$ cat src/design/tppc_cfg.svh
// Address map, reset values and timing constants of the pulse pattern block
`ifndef TPPC_CFG_SVH
`define TPPC_CFG_SVH

`define TPPC_ADDR_MODE      16'hffa0
`define TPPC_ADDR_TRIG      16'hffa1
`define TPPC_ADDR_EN_HI     16'hffa2
`define TPPC_ADDR_EN_LO     16'hffa3
`define TPPC_ADDR_NV_HI     16'hffa4
`define TPPC_ADDR_NV_LO     16'hffa5
`define TPPC_ADDR_NV_HI_ALT 16'hffa6
`define TPPC_ADDR_NV_LO_ALT 16'hffa7
`define TPPC_ADDR_PA_DIR    16'hffd1
`define TPPC_ADDR_PA_VAL    16'hffd3
`define TPPC_ADDR_PB_DIR    16'hffd4
`define TPPC_ADDR_PB_VAL    16'hffd6

`define TPPC_RST_MODE       8'hf0
`define TPPC_RST_TRIG       8'hff
`define TPPC_RST_ZERO       8'h00
`define TPPC_RD_ONES        8'hff
`define TPPC_NIB_ONES       4'hf

`define TPPC_INT_BIT        6
`define TPPC_GROUPS         4
`define TPPC_GUARD_NS       200
`define TPPC_CLK_NS         50
`define TPPC_GUARD_CYC      ((`TPPC_GUARD_NS + `TPPC_CLK_NS - 1) / `TPPC_CLK_NS)

`endif

$ cat src/design/tppc_pkg.sv
// Types shared by the pulse pattern block
package tppc_pkg;

  typedef struct packed {
    logic [15:0] addr;
    logic [7:0]  wdata;
    logic        wr;
    logic        rd;
  } tppc_bus_t;

  typedef enum logic {
    TPPC_IDLE,
    TPPC_GUARD
  } tppc_grp_state_t;

endpackage : tppc_pkg

$ cat src/design/tppc_top.sv
// Pulse pattern controller: next-value staging, triggered copy, port pins
`timescale 1ns/1ns
`default_nettype none
`include "tppc_cfg.svh"

// Function
// - Four 4-bit groups, shared or separate triggers
// - Each bit individually enabled, fifteen usable
// - Per-group trigger from four compare channels
// - Non-overlap mode delays rising edges
// - Bits 0-3,4-7,8-11,12-15 form groups 0-3
// - Bit 14 not driven onto a pin while enabled
// - Port A shares bits 7-0, write-only direction
// - Port B shares bits 15,13-8, direction per pin
// - Enabled port A bits ignore software writes
// - Enabled port B bits ignore software writes
// - Trigger copies low next-values into port A
// - Low next-values clear on reset, hardware standby
// - Shared trigger: low next-values at FFA5 whole
// - Separate: group 0 at FFA7, group 1 FFA5
// - High next-values FFA4, split FFA6/FFA4
// - Shared trigger: FFA7 reads ones, ignores writes
// - Trigger copies high next-values into port B
// - Disabled bits never copied, keep value
module tppc_top
  import tppc_pkg::*;
#(
  parameter int GUARD_CYCLES = `TPPC_GUARD_CYC
) (
  // Clock and reset
  input  wire logic        clock_in,
  input  wire logic        rst_n_in,

  // Register port
  input  wire logic [15:0] addr_in,
  input  wire logic [7:0]  wdata_in,
  input  wire logic        wr_in,
  input  wire logic        rd_in,
  output var  logic [7:0]  rdata_out,

  // Timer compare-match pulses, one per channel
  input  wire logic [3:0]  cmp_match_in,

  // Standby controls
  input  wire logic        hw_standby_in,
  input  wire logic        sw_standby_in,

  // Port A pins
  input  wire logic [7:0]  port_a_pin_in,
  output var  logic [7:0]  port_a_pin_out,
  output var  logic [7:0]  port_a_oe_out,

  // Port B pins
  input  wire logic [7:0]  port_b_pin_in,
  output var  logic [7:0]  port_b_pin_out,
  output var  logic [7:0]  port_b_oe_out,

  // Full internal pattern, bit 14 included
  output var  logic [15:0] pattern_value_out
);

  // Synchronised reset and the bundled bus view
  logic [1:0]  rst_sync_q;
  logic        rst_n;
  tppc_bus_t   bus;

  // Programmer-visible state
  logic [7:0]  mode_q;
  logic [7:0]  trig_q;
  logic [15:0] enable_q;
  logic [15:0] next_q;
  logic [7:0]  pa_dir_q;
  logic [7:0]  pb_dir_q;
  logic [15:0] out_q;

  // Non-overlap guard per group
  tppc_grp_state_t        state_q [`TPPC_GROUPS];
  logic [15:0]            cnt_q   [`TPPC_GROUPS];

  // Trigger decode
  logic [3:0]  trig_hit;
  logic        same_lo;
  logic        same_hi;

  // Reset release through two flops
  always_ff @(posedge clock_in or negedge rst_n_in) begin
    if (!rst_n_in) begin
      rst_sync_q <= 2'h0;
    end else begin
      rst_sync_q <= {rst_sync_q[0], 1'b1};
    end
  end
  assign rst_n = rst_sync_q[1];

  assign bus = '{addr: addr_in, wdata: wdata_in, wr: wr_in, rd: rd_in};

  function automatic logic [1:0] grp_sel(input logic [7:0] t,
                                          input int g);
    grp_sel = t[2*g +: 2];
  endfunction : grp_sel

  function automatic logic is_wr(input tppc_bus_t b, input logic [15:0] a);
    is_wr = b.wr && (b.addr == a);
  endfunction : is_wr

  // Merge of pin readback: outputs read their latch, inputs the pin
  function automatic logic [7:0] port_rd(input logic [7:0] dir,
                                         input logic [7:0] val,
                                         input logic [7:0] pin);
    port_rd = (dir & val) | (~dir & pin);
  endfunction : port_rd

  assign same_lo = grp_sel(trig_q, 0) == grp_sel(trig_q, 1);
  assign same_hi = grp_sel(trig_q, 2) == grp_sel(trig_q, 3);

  // Per-group trigger chosen among the channel pulses
  // Software standby masks every trigger, contents stay
  always_comb begin
    for (int g = 0; g < `TPPC_GROUPS; g++) begin
      trig_hit[g] = cmp_match_in[grp_sel(trig_q, g)]
                  && !sw_standby_in;
    end
  end

  // Mode and trigger control
  always_ff @(posedge clock_in or negedge rst_n) begin
    if (!rst_n) begin
      mode_q <= `TPPC_RST_MODE;
      trig_q <= `TPPC_RST_TRIG;
    end else if (hw_standby_in) begin
      // Hardware standby restores the defaults
      mode_q <= `TPPC_RST_MODE;
      trig_q <= `TPPC_RST_TRIG;
    end else begin
      if (is_wr(bus, `TPPC_ADDR_MODE)) begin
        // Upper mode bits are fixed at one
        mode_q <= {`TPPC_NIB_ONES, bus.wdata[3:0]};
      end
      if (is_wr(bus, `TPPC_ADDR_TRIG)) begin
        trig_q <= bus.wdata;
      end
    end
  end

  // Bit enables
  always_ff @(posedge clock_in or negedge rst_n) begin
    if (!rst_n) begin
      enable_q <= {`TPPC_RST_ZERO, `TPPC_RST_ZERO};
    end else if (hw_standby_in) begin
      // Enables fall back too, so no bit stays read-only
      enable_q <= {`TPPC_RST_ZERO, `TPPC_RST_ZERO};
    end else begin
      if (is_wr(bus, `TPPC_ADDR_EN_LO)) begin
        enable_q[7:0] <= bus.wdata;
      end
      if (is_wr(bus, `TPPC_ADDR_EN_HI)) begin
        enable_q[15:8] <= bus.wdata;
      end
    end
  end

  // Next values, address decode depends on trigger sharing
  always_ff @(posedge clock_in or negedge rst_n) begin
    if (!rst_n) begin
      next_q <= {`TPPC_RST_ZERO, `TPPC_RST_ZERO};
    end else if (hw_standby_in) begin
      next_q <= {`TPPC_RST_ZERO, `TPPC_RST_ZERO};
    end else begin
      if (is_wr(bus, `TPPC_ADDR_NV_LO)) begin
        if (same_lo) begin
          next_q[7:0] <= bus.wdata;
        end else begin
          next_q[7:4] <= bus.wdata[7:4];
        end
      end
      // Split trigger: group 0 has its own address
      if (is_wr(bus, `TPPC_ADDR_NV_LO_ALT) && !same_lo) begin
        next_q[3:0] <= bus.wdata[3:0];
      end
      if (is_wr(bus, `TPPC_ADDR_NV_HI)) begin
        if (same_hi) begin
          next_q[15:8] <= bus.wdata;
        end else begin
          next_q[15:12] <= bus.wdata[7:4];
        end
      end
      // Split trigger: group 2 has its own address
      if (is_wr(bus, `TPPC_ADDR_NV_HI_ALT) && !same_hi) begin
        next_q[11:8] <= bus.wdata[3:0];
      end
    end
  end

  // Direction registers, write-only
  always_ff @(posedge clock_in or negedge rst_n) begin
    if (!rst_n) begin
      pa_dir_q <= `TPPC_RST_ZERO;
      pb_dir_q <= `TPPC_RST_ZERO;
    end else begin
      if (is_wr(bus, `TPPC_ADDR_PA_DIR)) begin
        pa_dir_q <= bus.wdata;
      end
      if (is_wr(bus, `TPPC_ADDR_PB_DIR)) begin
        pb_dir_q <= bus.wdata;
      end
    end
  end

  // Non-overlap guard per group: falling bits first, rising after guard
  always_ff @(posedge clock_in or negedge rst_n) begin
    if (!rst_n) begin
      for (int g = 0; g < `TPPC_GROUPS; g++) begin
        state_q[g] <= TPPC_IDLE;
        cnt_q[g]   <= 16'h0;
      end
    end else begin
      for (int g = 0; g < `TPPC_GROUPS; g++) begin
        case (state_q[g])
          TPPC_IDLE: begin
            if (trig_hit[g] && mode_q[g]) begin
              state_q[g] <= TPPC_GUARD;
              cnt_q[g]   <= 16'(GUARD_CYCLES - 1);
            end
          end
          TPPC_GUARD: begin
            // Count down the non-overlap margin
            if (cnt_q[g] == 16'h0) begin
              state_q[g] <= TPPC_IDLE;
            end else begin
              cnt_q[g] <= cnt_q[g] - 16'h1;
            end
          end
          default: begin
            state_q[g] <= TPPC_IDLE;
          end
        endcase
      end
    end
  end

  // Port data latches: software writes masked, triggered copies
  always_ff @(posedge clock_in or negedge rst_n) begin
    if (!rst_n) begin
      out_q <= {`TPPC_RST_ZERO, `TPPC_RST_ZERO};
    end else begin
      if (is_wr(bus, `TPPC_ADDR_PA_VAL)) begin
        out_q[7:0] <= (out_q[7:0] & enable_q[7:0])
                    | (bus.wdata & ~enable_q[7:0]);
      end
      if (is_wr(bus, `TPPC_ADDR_PB_VAL)) begin
        out_q[15:8] <= (out_q[15:8] & enable_q[15:8])
                     | (bus.wdata & ~enable_q[15:8]);
      end
      for (int g = 0; g < `TPPC_GROUPS; g++) begin
        // Groups 0-1 land in port A, 2-3 in port B
        if (trig_hit[g] && !mode_q[g]) begin
          for (int b = 4*g; b < 4*g + 4; b++) begin
            if (enable_q[b]) begin
              out_q[b] <= next_q[b];
            end
          end
        end else if (trig_hit[g] && state_q[g] == TPPC_IDLE) begin
          // Non-overlap: only the falling bits move now
          for (int b = 4*g; b < 4*g + 4; b++) begin
            if (enable_q[b] && !next_q[b]) begin
              out_q[b] <= 1'b0;
            end
          end
        end else if (state_q[g] == TPPC_GUARD && cnt_q[g] == 16'h0) begin
          // Guard expired: the rising bits follow
          for (int b = 4*g; b < 4*g + 4; b++) begin
            if (enable_q[b]) begin
              out_q[b] <= next_q[b];
            end
          end
        end
      end
    end
  end

  // Port A pins follow the latch one cycle later
  always_ff @(posedge clock_in or negedge rst_n) begin
    if (!rst_n) begin
      port_a_pin_out <= `TPPC_RST_ZERO;
      port_a_oe_out  <= `TPPC_RST_ZERO;
    end else begin
      port_a_pin_out <= out_q[7:0];
      port_a_oe_out  <= pa_dir_q;
    end
  end

  // Port B pins; bit 14 stays internal when in pattern use
  always_ff @(posedge clock_in or negedge rst_n) begin
    if (!rst_n) begin
      port_b_pin_out <= `TPPC_RST_ZERO;
      port_b_oe_out  <= `TPPC_RST_ZERO;
    end else begin
      port_b_pin_out <= out_q[15:8];
      port_b_oe_out  <= pb_dir_q;
      if (enable_q[8 + `TPPC_INT_BIT]) begin
        port_b_pin_out[`TPPC_INT_BIT] <= 1'b0;
        port_b_oe_out[`TPPC_INT_BIT]  <= 1'b0;
      end
    end
  end

  // Full pattern view, bit 14 included
  always_ff @(posedge clock_in or negedge rst_n) begin
    if (!rst_n) begin
      pattern_value_out <= {`TPPC_RST_ZERO, `TPPC_RST_ZERO};
    end else begin
      pattern_value_out <= out_q;
    end
  end

  // Read data, one cycle after the strobe
  always_ff @(posedge clock_in or negedge rst_n) begin
    if (!rst_n) begin
      rdata_out <= `TPPC_RST_ZERO;
    end else if (bus.rd) begin
      case (bus.addr)
        `TPPC_ADDR_MODE: begin
          rdata_out <= mode_q;
        end
        `TPPC_ADDR_TRIG: begin
          rdata_out <= trig_q;
        end
        `TPPC_ADDR_EN_HI: begin
          rdata_out <= enable_q[15:8];
        end
        `TPPC_ADDR_EN_LO: begin
          rdata_out <= enable_q[7:0];
        end
        // Next values: reserved nibbles read as ones
        `TPPC_ADDR_NV_LO: begin
          rdata_out <= same_lo ? next_q[7:0]
                               : {next_q[7:4], `TPPC_NIB_ONES};
        end
        `TPPC_ADDR_NV_LO_ALT: begin
          rdata_out <= same_lo ? `TPPC_RD_ONES
                               : {`TPPC_NIB_ONES, next_q[3:0]};
        end
        `TPPC_ADDR_NV_HI: begin
          rdata_out <= same_hi ? next_q[15:8]
                               : {next_q[15:12], `TPPC_NIB_ONES};
        end
        `TPPC_ADDR_NV_HI_ALT: begin
          rdata_out <= same_hi ? `TPPC_RD_ONES
                               : {`TPPC_NIB_ONES, next_q[11:8]};
        end
        // Direction registers are write-only, read as ones
        `TPPC_ADDR_PA_DIR: begin
          rdata_out <= `TPPC_RD_ONES;
        end
        `TPPC_ADDR_PB_DIR: begin
          rdata_out <= `TPPC_RD_ONES;
        end
        `TPPC_ADDR_PA_VAL: begin
          rdata_out <= port_rd(pa_dir_q, out_q[7:0], port_a_pin_in);
        end
        `TPPC_ADDR_PB_VAL: begin
          rdata_out <= port_rd(pb_dir_q, out_q[15:8], port_b_pin_in);
        end
        default:           rdata_out <= `TPPC_RST_ZERO;
      endcase
    end
  end

endmodule : tppc_top
`default_nettype wire

$ cat config.mk
export PLATFORM = sky130hd
export DESIGN_NAME = tppc_top
export DESIGN_NICKNAME = d
export VERILOG_FILES = /design/src/design/tppc_pkg.sv /design/src/design/tppc_top.sv
export VERILOG_INCLUDE_DIRS = /design/src /design/src/design
export SDC_FILE = /design/constraint.sdc
export NUM_CORES = 1
export LEC_CHECK = 0
export BUFFER_PORTS_ARGS = -buffer_cell sky130_fd_sc_hd__buf_2
export CORE_ASPECT_RATIO = 1.5
export CORE_MARGIN = 4
export CORE_UTILIZATION = 59
export DETAILED_ROUTE_END_ITERATION = 8
export MAX_ROUTING_LAYER = met4
export PLACE_DENSITY = 0.85
export SLEW_MARGIN = 20
export SYNTH_ARGS = -nofsm -noshare
export SYNTH_HDL_FRONTEND = slang
export SYNTH_SLANG_ARGS = --single-unit
$ cat constraint.sdc
create_clock -name clock_in -period 7.25 [get_ports clock_in]
set_clock_uncertainty 0.05 [all_clocks]
set_input_delay 1.0875 -clock clock_in [delete_from_list [all_inputs] [get_ports clock_in]]
set_output_delay 1.0875 -clock clock_in [all_outputs]
set_load 0.01 [all_outputs]
==> reports/results.ini <==
[detailed_routing]
dr_pass1_iterations=5
wl_met1_um=9630
drt-vias-per-instance=6.66
ant_nets=0
met2_wirelength_um=13300
route.met3.wl_um=1520
top_layer=met4
routed-via-count=8135
wirelength_um=25700
post_drt_wl_per_cell_um=21.0
drc_errors=0
first_iter_violations=552

[timing]
final.min_clock_period_ns=3.15
setup_viol=0
fmax_ghz=0.318
slew-limit-headroom=0.335
worst_slack_ns=4.10
timing_hold_violations_final=0
worst_pin_slew_ns=0.989
rsz0062_at_grt=false
timing.setup.tns_ns=0
period_share=0.434
timing.final.max_slew_violations=0

[global_routing]
grt_start_max_net_pins=83
first_pass_grt_wire_length_um=40800
overflow=0
antenna_found_initial=0
vias_in_the_first_global_route=7844
grt_use_total=0.287

[setup_path]
critical_path.startpoint_type=primary input
worst_ep_required_ns=7.56
path_buf_inv=1
crit_path_max_fanout=16
worst-endpoint-arrival_ns=3.46
timing.critical_path.max_delay_family=simple AND/OR/NAND/NOR gates
timing.critical_path.cells=buf_2 -> nand4bb_1 -> nor3_1 -> and3_1 -> nor2b_1 -> a211o_1
path_class=in -> reg
critical_path.endpoint_type=flop
worst_path_largest_cell_delay_ns=0.77
slowest_library_cell_on_the_worst_path=sky130_fd_sc_hd__nor3_1

[clocking]
clock_path_buffers=2
cts_root_buffer=sky130_fd_sc_hd__clkbuf_16
cts_post_setup_buffers_inserted=0
clkLatencyLatePin_ns=0.43
number_of_buffers_added_to_fix_hold_violations_after_cts=0
cts-resized-gates=0
cts_tree=done
tritoncts_num_sinks=187
clock_tree.htree_level_count=4
cts_inserted_buffers=17
worst_setup_hold_path_clk_slew_ns=0.07

[logic_synthesis]
netlist-cell-type-count=74
synth_seq_area_share=0.486
postSynthCellCount=935
synth-main-ff-cell=sky130_fd_sc_hd__dfrtp_1
postSynthRegisterBits=187
syn_area_mm2=0.00965
ys.warnings.count=0
synth_enable_flop_cells=0
ys_async_sr_fraction=1.00
syn-num-nets=993
syn_area_per_cell_um2=10.3

[final_layout]
mostFrequentLayoutCell=sky130_fd_sc_hd__dfrtp_1
fill_cells=1254
drive_gt1_frac=0.209
design.final.nets=1061
synthToLayoutAreaGrowth_pct=11.5
multi_input_area_mm2=0.00458
layout.cells.most_common_list=sky130_fd_sc_hd__dfrtp_1 (178), sky130_fd_sc_hd__buf_2 (105), sky130_fd_sc_hd__nand2_1 (75), sky130_fd_sc_hd__nor2_1 (69), sky130_fd_sc_hd__a21oi_1 (58)
sequential_cell_area_mm2=0.00469

[place]
place_ws_ns=3.74
dp_hpwl_um=17800
port_buffers=105
gpl.final_weighted_congestion=1.00

[min_path]
hp-class=reg -> reg

[status]
outcome=finished clean

[power_and_ir_drop]
leakage_nw=4.99
power.ir.vdd_worst_v=0.000155
power.density_mw_per_mm2=195

[floorplanning]
floorplan.core_area_mm2=0.0161
floorplan.initialDensity=0.599
number_of_top_level_pins=106
design.die.area_mm2=0.0185
die_y_um=165
placement_rows=57
die_x_um=112

[run]
max_cap_viol_count=0

==> per-stage QoR <==
stage | instances | power, mW | cell area [µm²] | hold slack, ns | utilization
after detailed placement | 1189 | 1.17 | 10100 | 0.292 | 0.629
final | 1222 | 2.09 | 10800 | 0.310 | 0.668
after global routing | 1221 | 2.16 | 10800 | 0.331 | 0.667
after CTS | 1220 | 2.09 | 10700 | 0.316 | 0.666
after global placement | 1189 | 1.17 | 10100 | 0.287 | 0.629
after floorplan | 935 | 1.13 | 9650 | 0.281 | -
==> worst paths after layout <==
kind	from	to	slack, ns	cells after the start
max	addr_in[6]	trig_q[1]$_DFFE_PN1P_	4.10	6
max in group asynchronous	rst_sync_q[1]$_DFF_PN0_	trig_q[5]$_DFFE_PN1P_	5.39	2
min	rst_sync_q[0]$_DFF_PN0_	rst_sync_q[1]$_DFF_PN0_	0.31	0
min in group asynchronous	rst_n_in	rst_sync_q[1]$_DFF_PN0_	0.37	1
min reg2reg	rst_sync_q[0]$_DFF_PN0_	rst_sync_q[1]$_DFF_PN0_	0.31	0
max reg2reg	cnt_q[61]$_DFFE_PN0P_	cnt_q[62]$_DFFE_PN0P_	4.59	5
==> worst register-to-register path: stages (launching register included) <==
cell                       delay (ns)
sky130_fd_sc_hd__dfrtp_1         0.40
sky130_fd_sc_hd__or4_4           0.59
sky130_fd_sc_hd__or4_1           0.55
sky130_fd_sc_hd__o211ai_1        0.64
sky130_fd_sc_hd__or4_1           0.21
sky130_fd_sc_hd__a21oi_1         0.06
==> area by class of cell <==
cell class | count | area share
sequential | 187 | 0.436
multi-input combinational | 672 | 0.426
timing repair buffer | 108 | 0.0528
clock buffer | 18 | 0.0408
tap | 206 | 0.0240
clock inverter | 13 | 0.0144
inverter | 17 | 0.00593
antenna | 1 | 0.000233
==> registers in the layout (all words and copies together) (netlist names) <==
signal / cells
port_b_pin_out: 1
rst_sync_q: 2
pattern_value_out: 16
state_q: 4
next_q: 16
port_a_oe_out: 8
port_b_oe_out: 8
mode_q: 4
trig_q: 8
out_q: 16
rdata_out: 8
pa_dir_q: 8
cnt_q: 64
pb_dir_q: 8
enable_q: 16
==> kinds of logic after synthesis <==
logic type      after synthesis  share of synthesized area
other cells                   1                   0.000389
xor+xnor                     26                     0.0236
buf+inv                      76                     0.0392
simple gates                350                      0.203
fa+ha+maj                     8                     0.0104
compound gates              213                      0.150
mux                          74                     0.0869
flops                       187                      0.486
==> Yosys cell counts (all sizes together), types with 8 or more instances <==
master	count	area share
a22oi	15	0.012
clkbuf	26	0.010
and3	9	0.0058
nand4	8	0.0052
nor3	16	0.0083
mux2	38	0.044
xnor2	14	0.013
o31ai	17	0.013
o221ai	12	0.011
inv	17	0.0066
nor2b	21	0.014
nor4	30	0.022
o211ai	9	0.0086
or4	29	0.024
dfrtp	179	0.46
a21oi	58	0.030
buf	33	0.022
a211o	12	0.011
mux2i	32	0.033
ha	8	0.010
nor2	69	0.027
dfstp	8	0.022
nand3	19	0.0099
o21ai	34	0.019
or3	21	0.014
a31oi	12	0.0078
nand2	75	0.029
xor2	12	0.011
==> power by group <==
part	switching, mW	total, mW	internal, mW
registers	0.0140	1.06	1.05
logic	0.0608	0.0929	0.0321
clock network	0.441	0.939	0.498
total	0.516	2.09	1.58
==> routing by layer <==
layer	vias to the layer above	track usage
met5	-	-
met4	0	0.139
met3	97	0.0447
met2	397	0.488
met1	4008	0.333
li1	3633	-
Power figures use the tool's default switching activity.
